$ cat src/rtl/sdmpm_defs.svh
// Strap bit positions, mode codes and timing constants for the strap decoder
`ifndef SDMPM_DEFS_SVH
`define SDMPM_DEFS_SVH

`define SDMPM_STRAP_W        16
`define SDMPM_BIT_DEBOUNCE   0
`define SDMPM_MODE_LSB       1
`define SDMPM_MODE_MSB       3
`define SDMPM_DEVID_LSB      4
`define SDMPM_DEVID_MSB      6
`define SDMPM_BIT_EEPROM_DIS 7
`define SDMPM_BIT_HOTSWAP    9
`define SDMPM_BIT_PWRSAVE    11
`define SDMPM_BIT_TIMEOUT    12
`define SDMPM_CODE_PAR16     3'h0
`define SDMPM_CODE_PAR8      3'h1
`define SDMPM_CODE_SER_MII   3'h2
`define SDMPM_CODE_SER_ONLY  3'h3
`define SDMPM_CODE_UNMANAGED 3'h7
`define SDMPM_CLK_HZ         40000000
`define SDMPM_TIMEOUT_S      5
`define SDMPM_TIMEOUT_CYC    (`SDMPM_TIMEOUT_S * `SDMPM_CLK_HZ)
`define SDMPM_IDLE_CYC       1024

`endif

$ cat src/rtl/sdmpm_pkg.sv
// Types shared by the strap decoder and its per-port power-saving state machine
`default_nettype none
package sdmpm_pkg;

  typedef enum logic [2:0] {
    SDMPM_IF_PAR16   = 3'h0,
    SDMPM_IF_PAR8    = 3'h1,
    SDMPM_IF_SER_MII = 3'h3,
    SDMPM_IF_SER     = 3'h2,
    SDMPM_IF_UNMAN   = 3'h6,
    SDMPM_IF_RSVD    = 3'h7
  } sdmpm_if_t;

  typedef enum logic [1:0] {
    SDMPM_PS_IDLE  = 2'h0,
    SDMPM_PS_AWAKE = 2'h1,
    SDMPM_PS_SLEEP = 2'h3
  } sdmpm_ps_t;

endpackage : sdmpm_pkg
`default_nettype wire

$ cat src/rtl/sdmpm_port_ps.sv
// Per-port inactivity detector and power-saving state machine
`default_nettype none
`include "sdmpm_defs.svh"
module sdmpm_port_ps #(
  parameter int unsigned IDLE_CYC = `SDMPM_IDLE_CYC
) (
  input  wire logic clk_i,     // System clock
  input  wire logic sys_rst_i, // Synchronous reset, active high
  input  wire logic ce_i,      // Clock enable
  input  wire logic enable_i,  // Power saving enabled
  input  wire logic active_i,  // Port activity seen this cycle
  output logic      sleep_o    // MAC in reduced-power state
);

  typedef struct packed {
    sdmpm_pkg::sdmpm_ps_t st;
    logic [31:0]          cnt;
  } sdmpm_ps_state_t;

  sdmpm_ps_state_t s_q, s_d;

  always_comb
  begin
    s_d = s_q;
    case (s_q.st)
      sdmpm_pkg::SDMPM_PS_IDLE:
      begin
        s_d.cnt = 32'h0;
        if (enable_i)
          s_d.st = sdmpm_pkg::SDMPM_PS_AWAKE;
      end
      sdmpm_pkg::SDMPM_PS_AWAKE:
      begin
        if (!enable_i || active_i)
          s_d.cnt = 32'h0;
        else
          s_d.cnt = s_q.cnt + 32'h1;
        // RL11 enter sleep
        if (enable_i && !active_i && s_q.cnt >= IDLE_CYC - 1)
          s_d.st = sdmpm_pkg::SDMPM_PS_SLEEP;
      end
      sdmpm_pkg::SDMPM_PS_SLEEP:
      begin
        s_d.cnt = 32'h0;
        // RL12 wake on activity
        if (active_i || !enable_i)
          s_d.st = sdmpm_pkg::SDMPM_PS_AWAKE;
      end
      default:
        s_d.st = sdmpm_pkg::SDMPM_PS_IDLE;
    endcase
  end

  always_ff @(posedge clk_i)
  begin
    if (sys_rst_i)
      s_q <= '0;
    else if (ce_i)
      s_q <= s_d;
  end

  assign sleep_o = (s_q.st == sdmpm_pkg::SDMPM_PS_SLEEP);

  property p_wake;
    @(posedge clk_i) disable iff (sys_rst_i)
    (sleep_o && active_i && ce_i) |=> !sleep_o;
  endproperty
  a_wake: assert property (p_wake) else $error("port did not wake"); // RL12

  property p_sleep_needs_idle;
    @(posedge clk_i) disable iff (sys_rst_i)
    ($rose(sleep_o)) |-> $past(enable_i) && !$past(active_i);
  endproperty
  a_sleep_needs_idle: assert property (p_sleep_needs_idle) // RL11
    else $error("sleep entered without idle");

endmodule : sdmpm_port_ps
`default_nettype wire

$ cat src/rtl/sdmpm_strap_decode.sv
// Strap capture, management mode decode and management pin remapping
//
// What this block does
// RL1 - Strap bits 3:1 pick 16-bit, 8-bit, serial+MII or serial-only mode.
// RL2 - Serial-only mode leaves data pins and address pin 2 undriven.
// RL3 - Code 111 alone turns address 0 into SDA, address 1 into SCL.
// RL4 - Serial modes: write-enable clocks, read-enable sends, select receives.
// RL5 - Sixteen straps, fast-port and uplink enables/error latched in reset.
// RL6 - Serial modes take the debounce enable from strap bit 0.
// RL7 - Serial modes take the 3-bit device id from strap bits 6:4.
// RL8 - Unmanaged mode uses strap bit 7 for EEPROM loading.
// RL9 - Strap bit 9 enables module hot-swap on all ports.
// RL10 - Hot-swap module types come from fast-port and uplink strap levels.
// RL11 - With strap bit 11, idle port MACs enter reduced power.
// RL12 - Sleeping port MAC wakes as soon as activity returns.
// RL13 - Strap bit 12 arms a monitor flagging states busy over 5 seconds.
// RL14 - Strap bit 0 high enables debounce, low disables it.
// RL15 - Strap bit 7 high disables EEPROM load, low enables it.
// RL16 - Strap bit 9 high enables hot-swap, low disables it.
// RL17 - Strap bit 12 low disables timeout monitor, high enables it.
// RL18 - Latched straps stay constant from reset release until next reset.
// RL19 - 8-bit parallel mode uses only the lower eight data pins.
`default_nettype none
`include "sdmpm_defs.svh"
module sdmpm_strap_decode #(
  parameter int unsigned NPORT       = 3,
  parameter int unsigned TIMEOUT_CYC = `SDMPM_TIMEOUT_CYC,
  parameter int unsigned IDLE_CYC    = `SDMPM_IDLE_CYC
) (
  input  wire logic              clk_i,              // System clock
  input  wire logic              sys_rst_i,          // Sync reset, high
  input  wire logic              ce_i,               // Clock enable
  input  wire logic [15:0]       config_strap_bus_i, // Strap pins
  input  wire logic [1:0]        fast_port_tx_enable_i, // Fast tx enables
  input  wire logic              uplink_tx_enable_i, // Uplink tx enable
  input  wire logic              uplink_tx_error_i,  // Uplink tx error
  input  wire logic [NPORT-1:0]  port_active_i,      // Port activity
  input  wire logic              fsm_busy_i,         // Any FSM non-idle
  input  wire logic              fsm_restart_i,      // Busy FSM changed
  output logic [2:0]             mgmt_mode_o,        // Latched mode code
  output logic                   par_en_o,           // Parallel bus on
  output logic [15:0]            par_data_en_o,      // Data pins in use
  output logic                   par_addr2_en_o,     // Address 2 in use
  output logic                   serial_en_o,        // Serial pins on
  output logic                   cpu_mii_en_o,       // CPU MII pins on
  output logic                   i2c_en_o,           // A0/A1 are I2C
  output logic                   debounce_en_o,      // Serial debounce
  output logic [2:0]             serial_dev_id_o,    // Serial device id
  output logic                   eeprom_load_en_o,   // EEPROM load
  output logic                   hotswap_en_o,       // Module detect
  output logic [3:0]             module_type_o,      // {up er,up en,f1,f0}
  output logic                   pwrsave_en_o,       // Power saving
  output logic [NPORT-1:0]       port_sleep_o,       // Port MAC asleep
  output logic                   timeout_en_o,       // Timeout monitor on
  output logic                   timeout_flag_o      // FSM stuck
);

  // ---------------------------------------------------------------
  // Strap capture
  // ---------------------------------------------------------------
  typedef struct packed {
    logic [15:0] sync1;
    logic [15:0] sync2;
    logic [3:0]  msync1;
    logic [3:0]  msync2;
    logic [15:0] strap;
    logic [3:0]  mstrap;
    logic [31:0] tcnt;
    logic        tflag;
  } sdmpm_state_t;

  sdmpm_state_t s_q, s_d;

  function automatic sdmpm_pkg::sdmpm_if_t decode_mode(
    input logic [2:0] code
  );
    // RL1 mode decode
    case (code)
      `SDMPM_CODE_PAR16:     decode_mode = sdmpm_pkg::SDMPM_IF_PAR16;
      `SDMPM_CODE_PAR8:      decode_mode = sdmpm_pkg::SDMPM_IF_PAR8;
      `SDMPM_CODE_SER_MII:   decode_mode = sdmpm_pkg::SDMPM_IF_SER_MII;
      `SDMPM_CODE_SER_ONLY:  decode_mode = sdmpm_pkg::SDMPM_IF_SER;
      `SDMPM_CODE_UNMANAGED: decode_mode = sdmpm_pkg::SDMPM_IF_UNMAN;
      default:               decode_mode = sdmpm_pkg::SDMPM_IF_RSVD;
    endcase
  endfunction : decode_mode

  function automatic logic is_serial(input sdmpm_pkg::sdmpm_if_t m);
    is_serial = (m == sdmpm_pkg::SDMPM_IF_SER_MII) ||
                (m == sdmpm_pkg::SDMPM_IF_SER) ||
                (m == sdmpm_pkg::SDMPM_IF_UNMAN);
  endfunction : is_serial

  sdmpm_pkg::sdmpm_if_t mode;
  logic                 ser;

  always_comb
  begin
    s_d          = s_q;
    // Pins are asynchronous to clk, so two stages before use
    s_d.sync1    = config_strap_bus_i;
    s_d.sync2    = s_q.sync1;
    s_d.msync1   = {uplink_tx_error_i, uplink_tx_enable_i,
                    fast_port_tx_enable_i};
    s_d.msync2   = s_q.msync1;
    // RL5 capture while reset held
    // RL18 frozen after release
    if (sys_rst_i)
    begin
      s_d.strap  = s_q.sync2;
      s_d.mstrap = s_q.msync2;
    end
    // RL13 stuck-state monitor
    if (!timeout_en_o || !fsm_busy_i || fsm_restart_i)
      s_d.tcnt = 32'h0;
    else if (s_q.tcnt < TIMEOUT_CYC)
      s_d.tcnt = s_q.tcnt + 32'h1;
    s_d.tflag = timeout_en_o && fsm_busy_i && !fsm_restart_i &&
                (s_q.tcnt >= TIMEOUT_CYC);
  end

  // Straps keep sampling during reset; the last value seen before
  // release is the one the device runs with.
  always_ff @(posedge clk_i)
  begin
    if (ce_i)
    begin
      s_q.sync1  <= s_d.sync1;
      s_q.sync2  <= s_d.sync2;
      s_q.msync1 <= s_d.msync1;
      s_q.msync2 <= s_d.msync2;
      s_q.strap  <= s_d.strap;
      s_q.mstrap <= s_d.mstrap;
    end
    if (sys_rst_i)
    begin
      s_q.tcnt     <= 32'h0;
      s_q.tflag    <= 1'b0;
    end
    else if (ce_i)
    begin
      s_q.tcnt     <= s_d.tcnt;
      s_q.tflag    <= s_d.tflag;
    end
  end

  // ---------------------------------------------------------------
  // Decode and pin remap
  // ---------------------------------------------------------------
  assign mode        = decode_mode(s_q.strap[`SDMPM_MODE_MSB:`SDMPM_MODE_LSB]);
  assign ser         = is_serial(mode);
  assign mgmt_mode_o = s_q.strap[`SDMPM_MODE_MSB:`SDMPM_MODE_LSB];
  assign par_en_o    = (mode == sdmpm_pkg::SDMPM_IF_PAR16) ||
                       (mode == sdmpm_pkg::SDMPM_IF_PAR8);

  // RL2 RL19 data pin use
  assign par_data_en_o  = (mode == sdmpm_pkg::SDMPM_IF_PAR16) ? 16'hffff :
                          (mode == sdmpm_pkg::SDMPM_IF_PAR8)  ? 16'h00ff :
                          16'h0000;
  assign par_addr2_en_o = par_en_o;
  // RL4 serial pin reuse
  assign serial_en_o    = ser;
  assign cpu_mii_en_o   = (mode == sdmpm_pkg::SDMPM_IF_SER_MII);
  // RL3 I2C only on 111
  assign i2c_en_o       = (mode == sdmpm_pkg::SDMPM_IF_UNMAN);

  // RL6 RL14 debounce
  assign debounce_en_o    = ser && s_q.strap[`SDMPM_BIT_DEBOUNCE];
  // RL7 device id
  assign serial_dev_id_o  = ser ?
    s_q.strap[`SDMPM_DEVID_MSB:`SDMPM_DEVID_LSB] : 3'h0;
  // RL8 RL15 EEPROM load, low enables
  assign eeprom_load_en_o = (mode == sdmpm_pkg::SDMPM_IF_UNMAN) &&
                            !s_q.strap[`SDMPM_BIT_EEPROM_DIS];
  // RL9 RL16 hot-swap
  assign hotswap_en_o     = s_q.strap[`SDMPM_BIT_HOTSWAP];
  // RL10 module types
  assign module_type_o    = hotswap_en_o ? s_q.mstrap : 4'h0;
  assign pwrsave_en_o     = s_q.strap[`SDMPM_BIT_PWRSAVE];
  // RL17 timeout enable
  assign timeout_en_o     = s_q.strap[`SDMPM_BIT_TIMEOUT];
  assign timeout_flag_o   = s_q.tflag;

  // ---------------------------------------------------------------
  // Per-port power saving
  // ---------------------------------------------------------------
  genvar gi;
  generate
    for (gi = 0; gi < NPORT; gi++)
    begin : g_port
      sdmpm_port_ps #(
        .IDLE_CYC (IDLE_CYC)
      ) u_ps (
        .clk_i     (clk_i),
        .sys_rst_i (sys_rst_i),
        .ce_i      (ce_i),
        .enable_i  (pwrsave_en_o),
        .active_i  (port_active_i[gi]),
        .sleep_o   (port_sleep_o[gi])
      );
    end
  endgenerate

  // ---------------------------------------------------------------
  // Checks
  // ---------------------------------------------------------------
  property p_hold;
    @(posedge clk_i) disable iff (sys_rst_i)
    $past(!sys_rst_i) |-> $stable(s_q.strap);
  endproperty
  a_hold: assert property (p_hold) else $error("strap changed"); // RL18

  property p_ser_only;
    @(posedge clk_i)
    (mgmt_mode_o == `SDMPM_CODE_SER_ONLY ||
     mgmt_mode_o == `SDMPM_CODE_UNMANAGED) |->
      (par_data_en_o == 16'h0000) && !par_addr2_en_o;
  endproperty
  a_ser_only: assert property (p_ser_only) else $error("pins used"); // RL2

  property p_i2c;
    @(posedge clk_i) i2c_en_o |-> (mgmt_mode_o == `SDMPM_CODE_UNMANAGED);
  endproperty
  a_i2c: assert property (p_i2c) else $error("i2c outside 111"); // RL3

  property p_par8;
    @(posedge clk_i) (mgmt_mode_o == `SDMPM_CODE_PAR8) |->
      par_data_en_o == 16'h00ff;
  endproperty
  a_par8: assert property (p_par8) else $error("par8 width"); // RL19

  property p_mii;
    @(posedge clk_i) cpu_mii_en_o |-> serial_en_o && !par_en_o;
  endproperty
  a_mii: assert property (p_mii) else $error("mii mode"); // RL1

  property p_dbn;
    @(posedge clk_i)
    debounce_en_o |-> serial_en_o && s_q.strap[`SDMPM_BIT_DEBOUNCE];
  endproperty
  a_dbn: assert property (p_dbn) else $error("debounce"); // RL14

  property p_eep;
    @(posedge clk_i)
    eeprom_load_en_o |-> !s_q.strap[`SDMPM_BIT_EEPROM_DIS] && i2c_en_o;
  endproperty
  a_eep: assert property (p_eep) else $error("eeprom"); // RL15

  property p_tout;
    @(posedge clk_i) disable iff (sys_rst_i)
    timeout_flag_o |-> $past(timeout_en_o) && $past(fsm_busy_i);
  endproperty
  a_tout: assert property (p_tout) else $error("timeout flag"); // RL13

endmodule : sdmpm_strap_decode
`default_nettype wire

$ cat config.mk
export PLATFORM = sky130hd
export DESIGN_NAME = sdmpm_strap_decode
export DESIGN_NICKNAME = d
export VERILOG_FILES = /design/src/rtl/sdmpm_pkg.sv /design/src/rtl/sdmpm_port_ps.sv /design/src/rtl/sdmpm_strap_decode.sv
export VERILOG_INCLUDE_DIRS = /design/src /design/src/rtl
export SDC_FILE = /design/constraint.sdc
export NUM_CORES = 1
export LEC_CHECK = 0
export ABC_AREA = 1
export BUFFER_PORTS_ARGS = -buffer_cell sky130_fd_sc_hd__buf_4
export CAP_MARGIN = 20
export CORE_MARGIN = 2
export CORE_UTILIZATION = 50
export CTS_BUF_LIST = sky130_fd_sc_hd__clkbuf_2 sky130_fd_sc_hd__clkbuf_4 sky130_fd_sc_hd__clkbuf_8
export DETAILED_ROUTE_END_ITERATION = 10
export PLACE_DENSITY_LB_ADDON = 0.15
export SLEW_MARGIN = 40
export SYNTH_ARGS = -nofsm -noshare
export SYNTH_HDL_FRONTEND = slang
export SYNTH_SLANG_ARGS = --single-unit
$ cat constraint.sdc
create_clock -name clk_i -period 4 [get_ports clk_i]
set_input_delay 0.4 -clock clk_i [delete_from_list [all_inputs] [get_ports clk_i]]
set_output_delay 0.4 -clock clk_i [all_outputs]
set_load 0.01 [all_outputs]
==> metrics.txt <==
# TYPE chip_impl_metric gauge
chip_impl_metric{name="totalWireLength",unit="microns"} 22100
chip_impl_metric{name="cts_resized",unit=""} 0
chip_impl_metric{name="post-route-cell-area",unit="sq um"} 10800
chip_impl_metric{name="yosys_register_bits",unit=""} 180
chip_impl_metric{name="total_count_of_hold_check_failures_in_the_final_report",unit=""} 0
chip_impl_metric{name="detailed_place.area",unit="sq um"} 10300
chip_impl_metric{name="synth.yosys.seq_area_share",unit="%"} 41.3
chip_impl_info{name="yosysTopAreaCell",value="sky130_fd_sc_hd__dfxtp_1"} 1
chip_impl_metric{name="viasPerCell",unit=""} 5.10
chip_impl_metric{name="syn_avg_cell_area",unit="sq um"} 6.97
chip_impl_metric{name="growth_of_design_area_from_synthesis_to_finish",unit="%"} 9.84
chip_impl_metric{name="first_pass_grt_wire_length",unit="microns"} 36700
chip_impl_info{name="critPathMostFrequentCell",value="sky130_fd_sc_hd__inv_1"} 1
chip_impl_metric{name="cts-buffers-inserted",unit=""} 17
chip_impl_info{name="gate_family_responsible_for_the_most_delay_along_the_worst_path",value="buffers and inverters"} 1
chip_impl_metric{name="hold_path_depth",unit=""} 1
chip_impl_metric{name="placement.io_buffers",unit=""} 62
chip_impl_metric{name="synth_top_area_share",unit="%"} 27.5
chip_impl_metric{name="die_area",unit="sq um"} 20800
chip_impl_metric{name="max_stage_delay",unit="ns"} 0.37
chip_impl_metric{name="syn_inst",unit=""} 1409
chip_impl_metric{name="r2r.worst_path.cells",unit=""} 11
chip_impl_metric{name="count_of_endpoints_failing_setup_in_the_final_report",unit=""} 0
chip_impl_metric{name="timing.critical_path.required",unit="ns"} 4.34
chip_impl_metric{name="critical_path_cell_count",unit=""} 11
chip_impl_metric{name="die_width",unit="microns"} 144
chip_impl_metric{name="synth_nets",unit=""} 1454
chip_impl_metric{name="wl_per_cell",unit="microns"} 12.8
chip_impl_metric{name="hpwl",unit="microns"} 16100
chip_impl_metric{name="worst-slew-pin-transition",unit="ns"} 0.739
chip_impl_metric{name="groute.usage.overall",unit="%"} 21.8
chip_impl_info{name="rsz_0062_raised_after_global_routing",value="no"} 1
chip_impl_metric{name="top_level_ports",unit=""} 68
chip_impl_metric{name="ctsHoldBuffers",unit=""} 0
chip_impl_metric{name="worst_ep_arrival_time",unit="ns"} 2.58
chip_impl_info{name="cts.root.buffer_cell",value="sky130_fd_sc_hd__clkbuf_8"} 1
chip_impl_metric{name="finalNetCount",unit=""} 1492
chip_impl_metric{name="post_synth_instance_area",unit="sq um"} 9810
chip_impl_metric{name="antennaDiodeCount",unit=""} 0
chip_impl_metric{name="drtIter0Drc",unit=""} 549
chip_impl_info{name="outcome",value="finished clean"} 1
chip_impl_metric{name="clock_insertion_delay_worst_skew",unit="ns"} 0.47
chip_impl_metric{name="pin_count_of_the_biggest_net_entering_global_routing",unit=""} 46
chip_impl_metric{name="dp_cell_count",unit=""} 1693
chip_impl_metric{name="multi_input_area",unit="sq um"} 4810
chip_impl_metric{name="globalRouteOverflowTotal",unit=""} 0
chip_impl_metric{name="buffer_depth_of_the_longest_clock_path",unit=""} 2
chip_impl_metric{name="slew-limit-headroom",unit="%"} 50.4
chip_impl_metric{name="initial_utilization",unit="%"} 50.8
chip_impl_metric{name="layout_min_cycle_time",unit="ns"} 2.24
chip_impl_metric{name="post_route_cells_drive_above_1_share",unit="%"} 10.3
chip_impl_metric{name="setup_tns",unit="ns"} 0
chip_impl_info{name="tritoncts_clock_tree",value="yes"} 1
chip_impl_metric{name="antenna_found_initial",unit=""} 0
chip_impl_metric{name="rows",unit=""} 51
chip_impl_metric{name="layout.area.seq",unit="sq um"} 4050
chip_impl_metric{name="synth_cell_type_count",unit=""} 44
chip_impl_info{name="slowest_stage",value="sky130_fd_sc_hd__dfxtp_1"} 1
chip_impl_metric{name="pwr_density_cell",unit="nW/um^2"} 321
chip_impl_metric{name="die_height",unit="microns"} 144
chip_impl_metric{name="routed-via-count",unit=""} 8797
chip_impl_metric{name="core",unit="sq um"} 19300
chip_impl_metric{name="vdd_drop_max",unit="mV"} 0.219
chip_impl_metric{name="layoutNonFillerInstCount",unit=""} 1725
chip_impl_metric{name="peak_fanout_along_the_critical_path",unit=""} 23
chip_impl_metric{name="detail_route.drc_violations",unit=""} 0
chip_impl_metric{name="number_of_global_route_vias_before_repair",unit=""} 7895
chip_impl_info{name="synth_area_leaders",value="sky130_fd_sc_hd__dfxtp_1 28%, sky130_fd_sc_hd__edfxtp_1 14%, sky130_fd_sc_hd__nand2_1 13%"} 1
chip_impl_metric{name="detailedRoute.firstPassIterationCount",unit=""} 5
chip_impl_metric{name="timing.critical_path.buf_inv",unit=""} 5
chip_impl_metric{name="layout_fillers",unit=""} 1865
chip_impl_metric{name="final.setup_skew",unit="ns"} 0.0249
chip_impl_metric{name="max_cap_violations",unit=""} 0
chip_impl_info{name="cp_cell_sequence",value="inv_1 > ha_1 > inv_1 > nand2_2 > inv_2 > nand2_1 > nand2_1 > buf_4 > inv_1 > o21ai_0 > a21oi_1"} 1
chip_impl_metric{name="timing.fmax",unit="MHz"} 447
chip_impl_info{name="min_path_type",value="in -> reg"} 1
chip_impl_metric{name="min_period_over_period",unit="%"} 55.9
chip_impl_metric{name="gp_routability_congestion",unit=""} 0.899
chip_impl_metric{name="synthesis.yosys.warnings",unit=""} 0
chip_impl_info{name="worst-setup-path-type",value="reg -> reg"} 1
chip_impl_info{name="crit_path_end_kind",value="flip-flop"} 1
chip_impl_metric{name="p_leak",unit="nW"} 3.97
chip_impl_metric{name="clkTransAtPathRegs",unit="ns"} 0.11
chip_impl_metric{name="final_core_utilization",unit="%"} 55.8
chip_impl_info{name="worst_setup_path_start_kind",value="flip-flop"} 1
chip_impl_metric{name="antenna_left",unit=""} 0
chip_impl_metric{name="post_cts.repair.setup_buffers",unit=""} 0
chip_impl_metric{name="cts.htree.levels",unit=""} 4
chip_impl_metric{name="timing.final.max_slew_violations",unit=""} 0
chip_impl_metric{name="tritoncts_num_sinks",unit=""} 180
## power breakdown
group | switching, W | internal [W] | leakage (nW)
registers | 0.0000135 | 0.00190 | 1.52
logic | 0.000117 | 0.0000555 | 2.22
clock network | 0.000765 | 0.000608 | 0.225
## metrics by stage
step           hold WS (ns)  setup slack, ns  total power [W]
6_report              0.102             1.76          0.00346
5_1_grt              0.0600             1.54          0.00359
4_1_cts              0.0783             1.74          0.00349
3_3_place_gp          0.401             1.66          0.00213
3_5_place_dp          0.405             1.64          0.00213
2_1_floorplan         0.400             2.26          0.00207
## cells in the final DEF (no fill, tap or decap), types with 4 or more instances in the layout
master	n
sky130_fd_sc_hd__a211oi_1	5
sky130_fd_sc_hd__a21oi_1	85
sky130_fd_sc_hd__a221oi_1	5
sky130_fd_sc_hd__buf_4	66
sky130_fd_sc_hd__clkbuf_8	17
sky130_fd_sc_hd__clkinv_8	5
sky130_fd_sc_hd__dfxtp_1	135
sky130_fd_sc_hd__edfxtp_1	45
sky130_fd_sc_hd__ha_1	17
sky130_fd_sc_hd__inv_1	158
sky130_fd_sc_hd__inv_2	12
sky130_fd_sc_hd__nand2_1	335
sky130_fd_sc_hd__nand2_2	7
sky130_fd_sc_hd__nand3_1	99
sky130_fd_sc_hd__nand3_2	5
sky130_fd_sc_hd__nand4_1	45
sky130_fd_sc_hd__nor2_1	243
sky130_fd_sc_hd__nor2_2	10
sky130_fd_sc_hd__nor2_4	4
sky130_fd_sc_hd__nor3_1	52
sky130_fd_sc_hd__nor3_2	5
sky130_fd_sc_hd__nor4_1	4
sky130_fd_sc_hd__o21ai_0	38
sky130_fd_sc_hd__o21ai_1	4
sky130_fd_sc_hd__or2_2	4
sky130_fd_sc_hd__xnor2_1	6
sky130_fd_sc_hd__xor2_1	13
## path summary, 6_finish.rpt
check	startpoint	end	slack [ns]
setup reg to reg	g_port[0].u_ps.s_q[32]$_SDFFE_PP0P_	g_port[0].u_ps.s_q[14]$_SDFFE_PP0P_	1.76
hold reg to reg	s_q[70]$_DFFE_PP_	hotswap_en_o$_DFFE_PP_	0.43
setup / recovery	g_port[0].u_ps.s_q[32]$_SDFFE_PP0P_	g_port[0].u_ps.s_q[14]$_SDFFE_PP0P_	1.76
hold / removal	config_strap_bus_i[4]	s_d[65]$_DFFE_PP_	0.10
## cell type report
type | instances | share of cell area, %
Clock buffer | 18 | 2.24
Clock inverter | 14 | 1.95
Inverter | 171 | 5.95
Multi-Input combinational cell | 1011 | 44.6
Sequential cell | 180 | 37.6
Tap cell | 265 | 3.08
Timing Repair Buffer | 66 | 4.60
## registers in the layout, summed over array words and instances, names as in the netlist
name and cells:
pwrsave_en_o 1, s_q 56, timeout_en_o 1, hotswap_en_o 1, s_d 15, mgmt_mode_o 3
timeout_flag_o 1, g_port.u_ps.s_q 102
## per-layer routing
metal	vias up	track usage [%]	wire length [microns]	part of all wire (%)
li1	4627	-	-	-
met1	3994	28.9	10500	48
met2	156	37.2	10400	47
met3	20	3.74	842	3.8
met4	0	5.26	257	1.2
met5	-	0	0	0
## cell families after synthesis
logic type                 Yosys count  share of synthesized area (%)
AOI/OAI and AO/OA                  150                           8.36
buffers and inverters              218                           9.73
and+or+nand+nor                    825                           36.7
xor gates and xnor gates            19                           1.70
DFF                                180                           41.3
adders and majority gates           17                           2.17
## synthesized netlist by cell type (all sizes together)
library cell and count:
a211oi 5, a21boi 1, a21oi 88, a221oi 5
a22oi 3, a31oi 1, and2 2, and3 2
buf 40, clkbuf 7, clkinv 1, dfxtp 135
edfxtp 45, ha 17, inv 170, nand2 343
nand3 105, nand3b 3, nand4 45, nor2 257
nor3 57, nor3b 2, nor4 4, o21a 3
o21ai 42, o21bai 1, o221a 1, or2 5
xnor2 6, xor2 13
(Power assumes the default switching activity.)
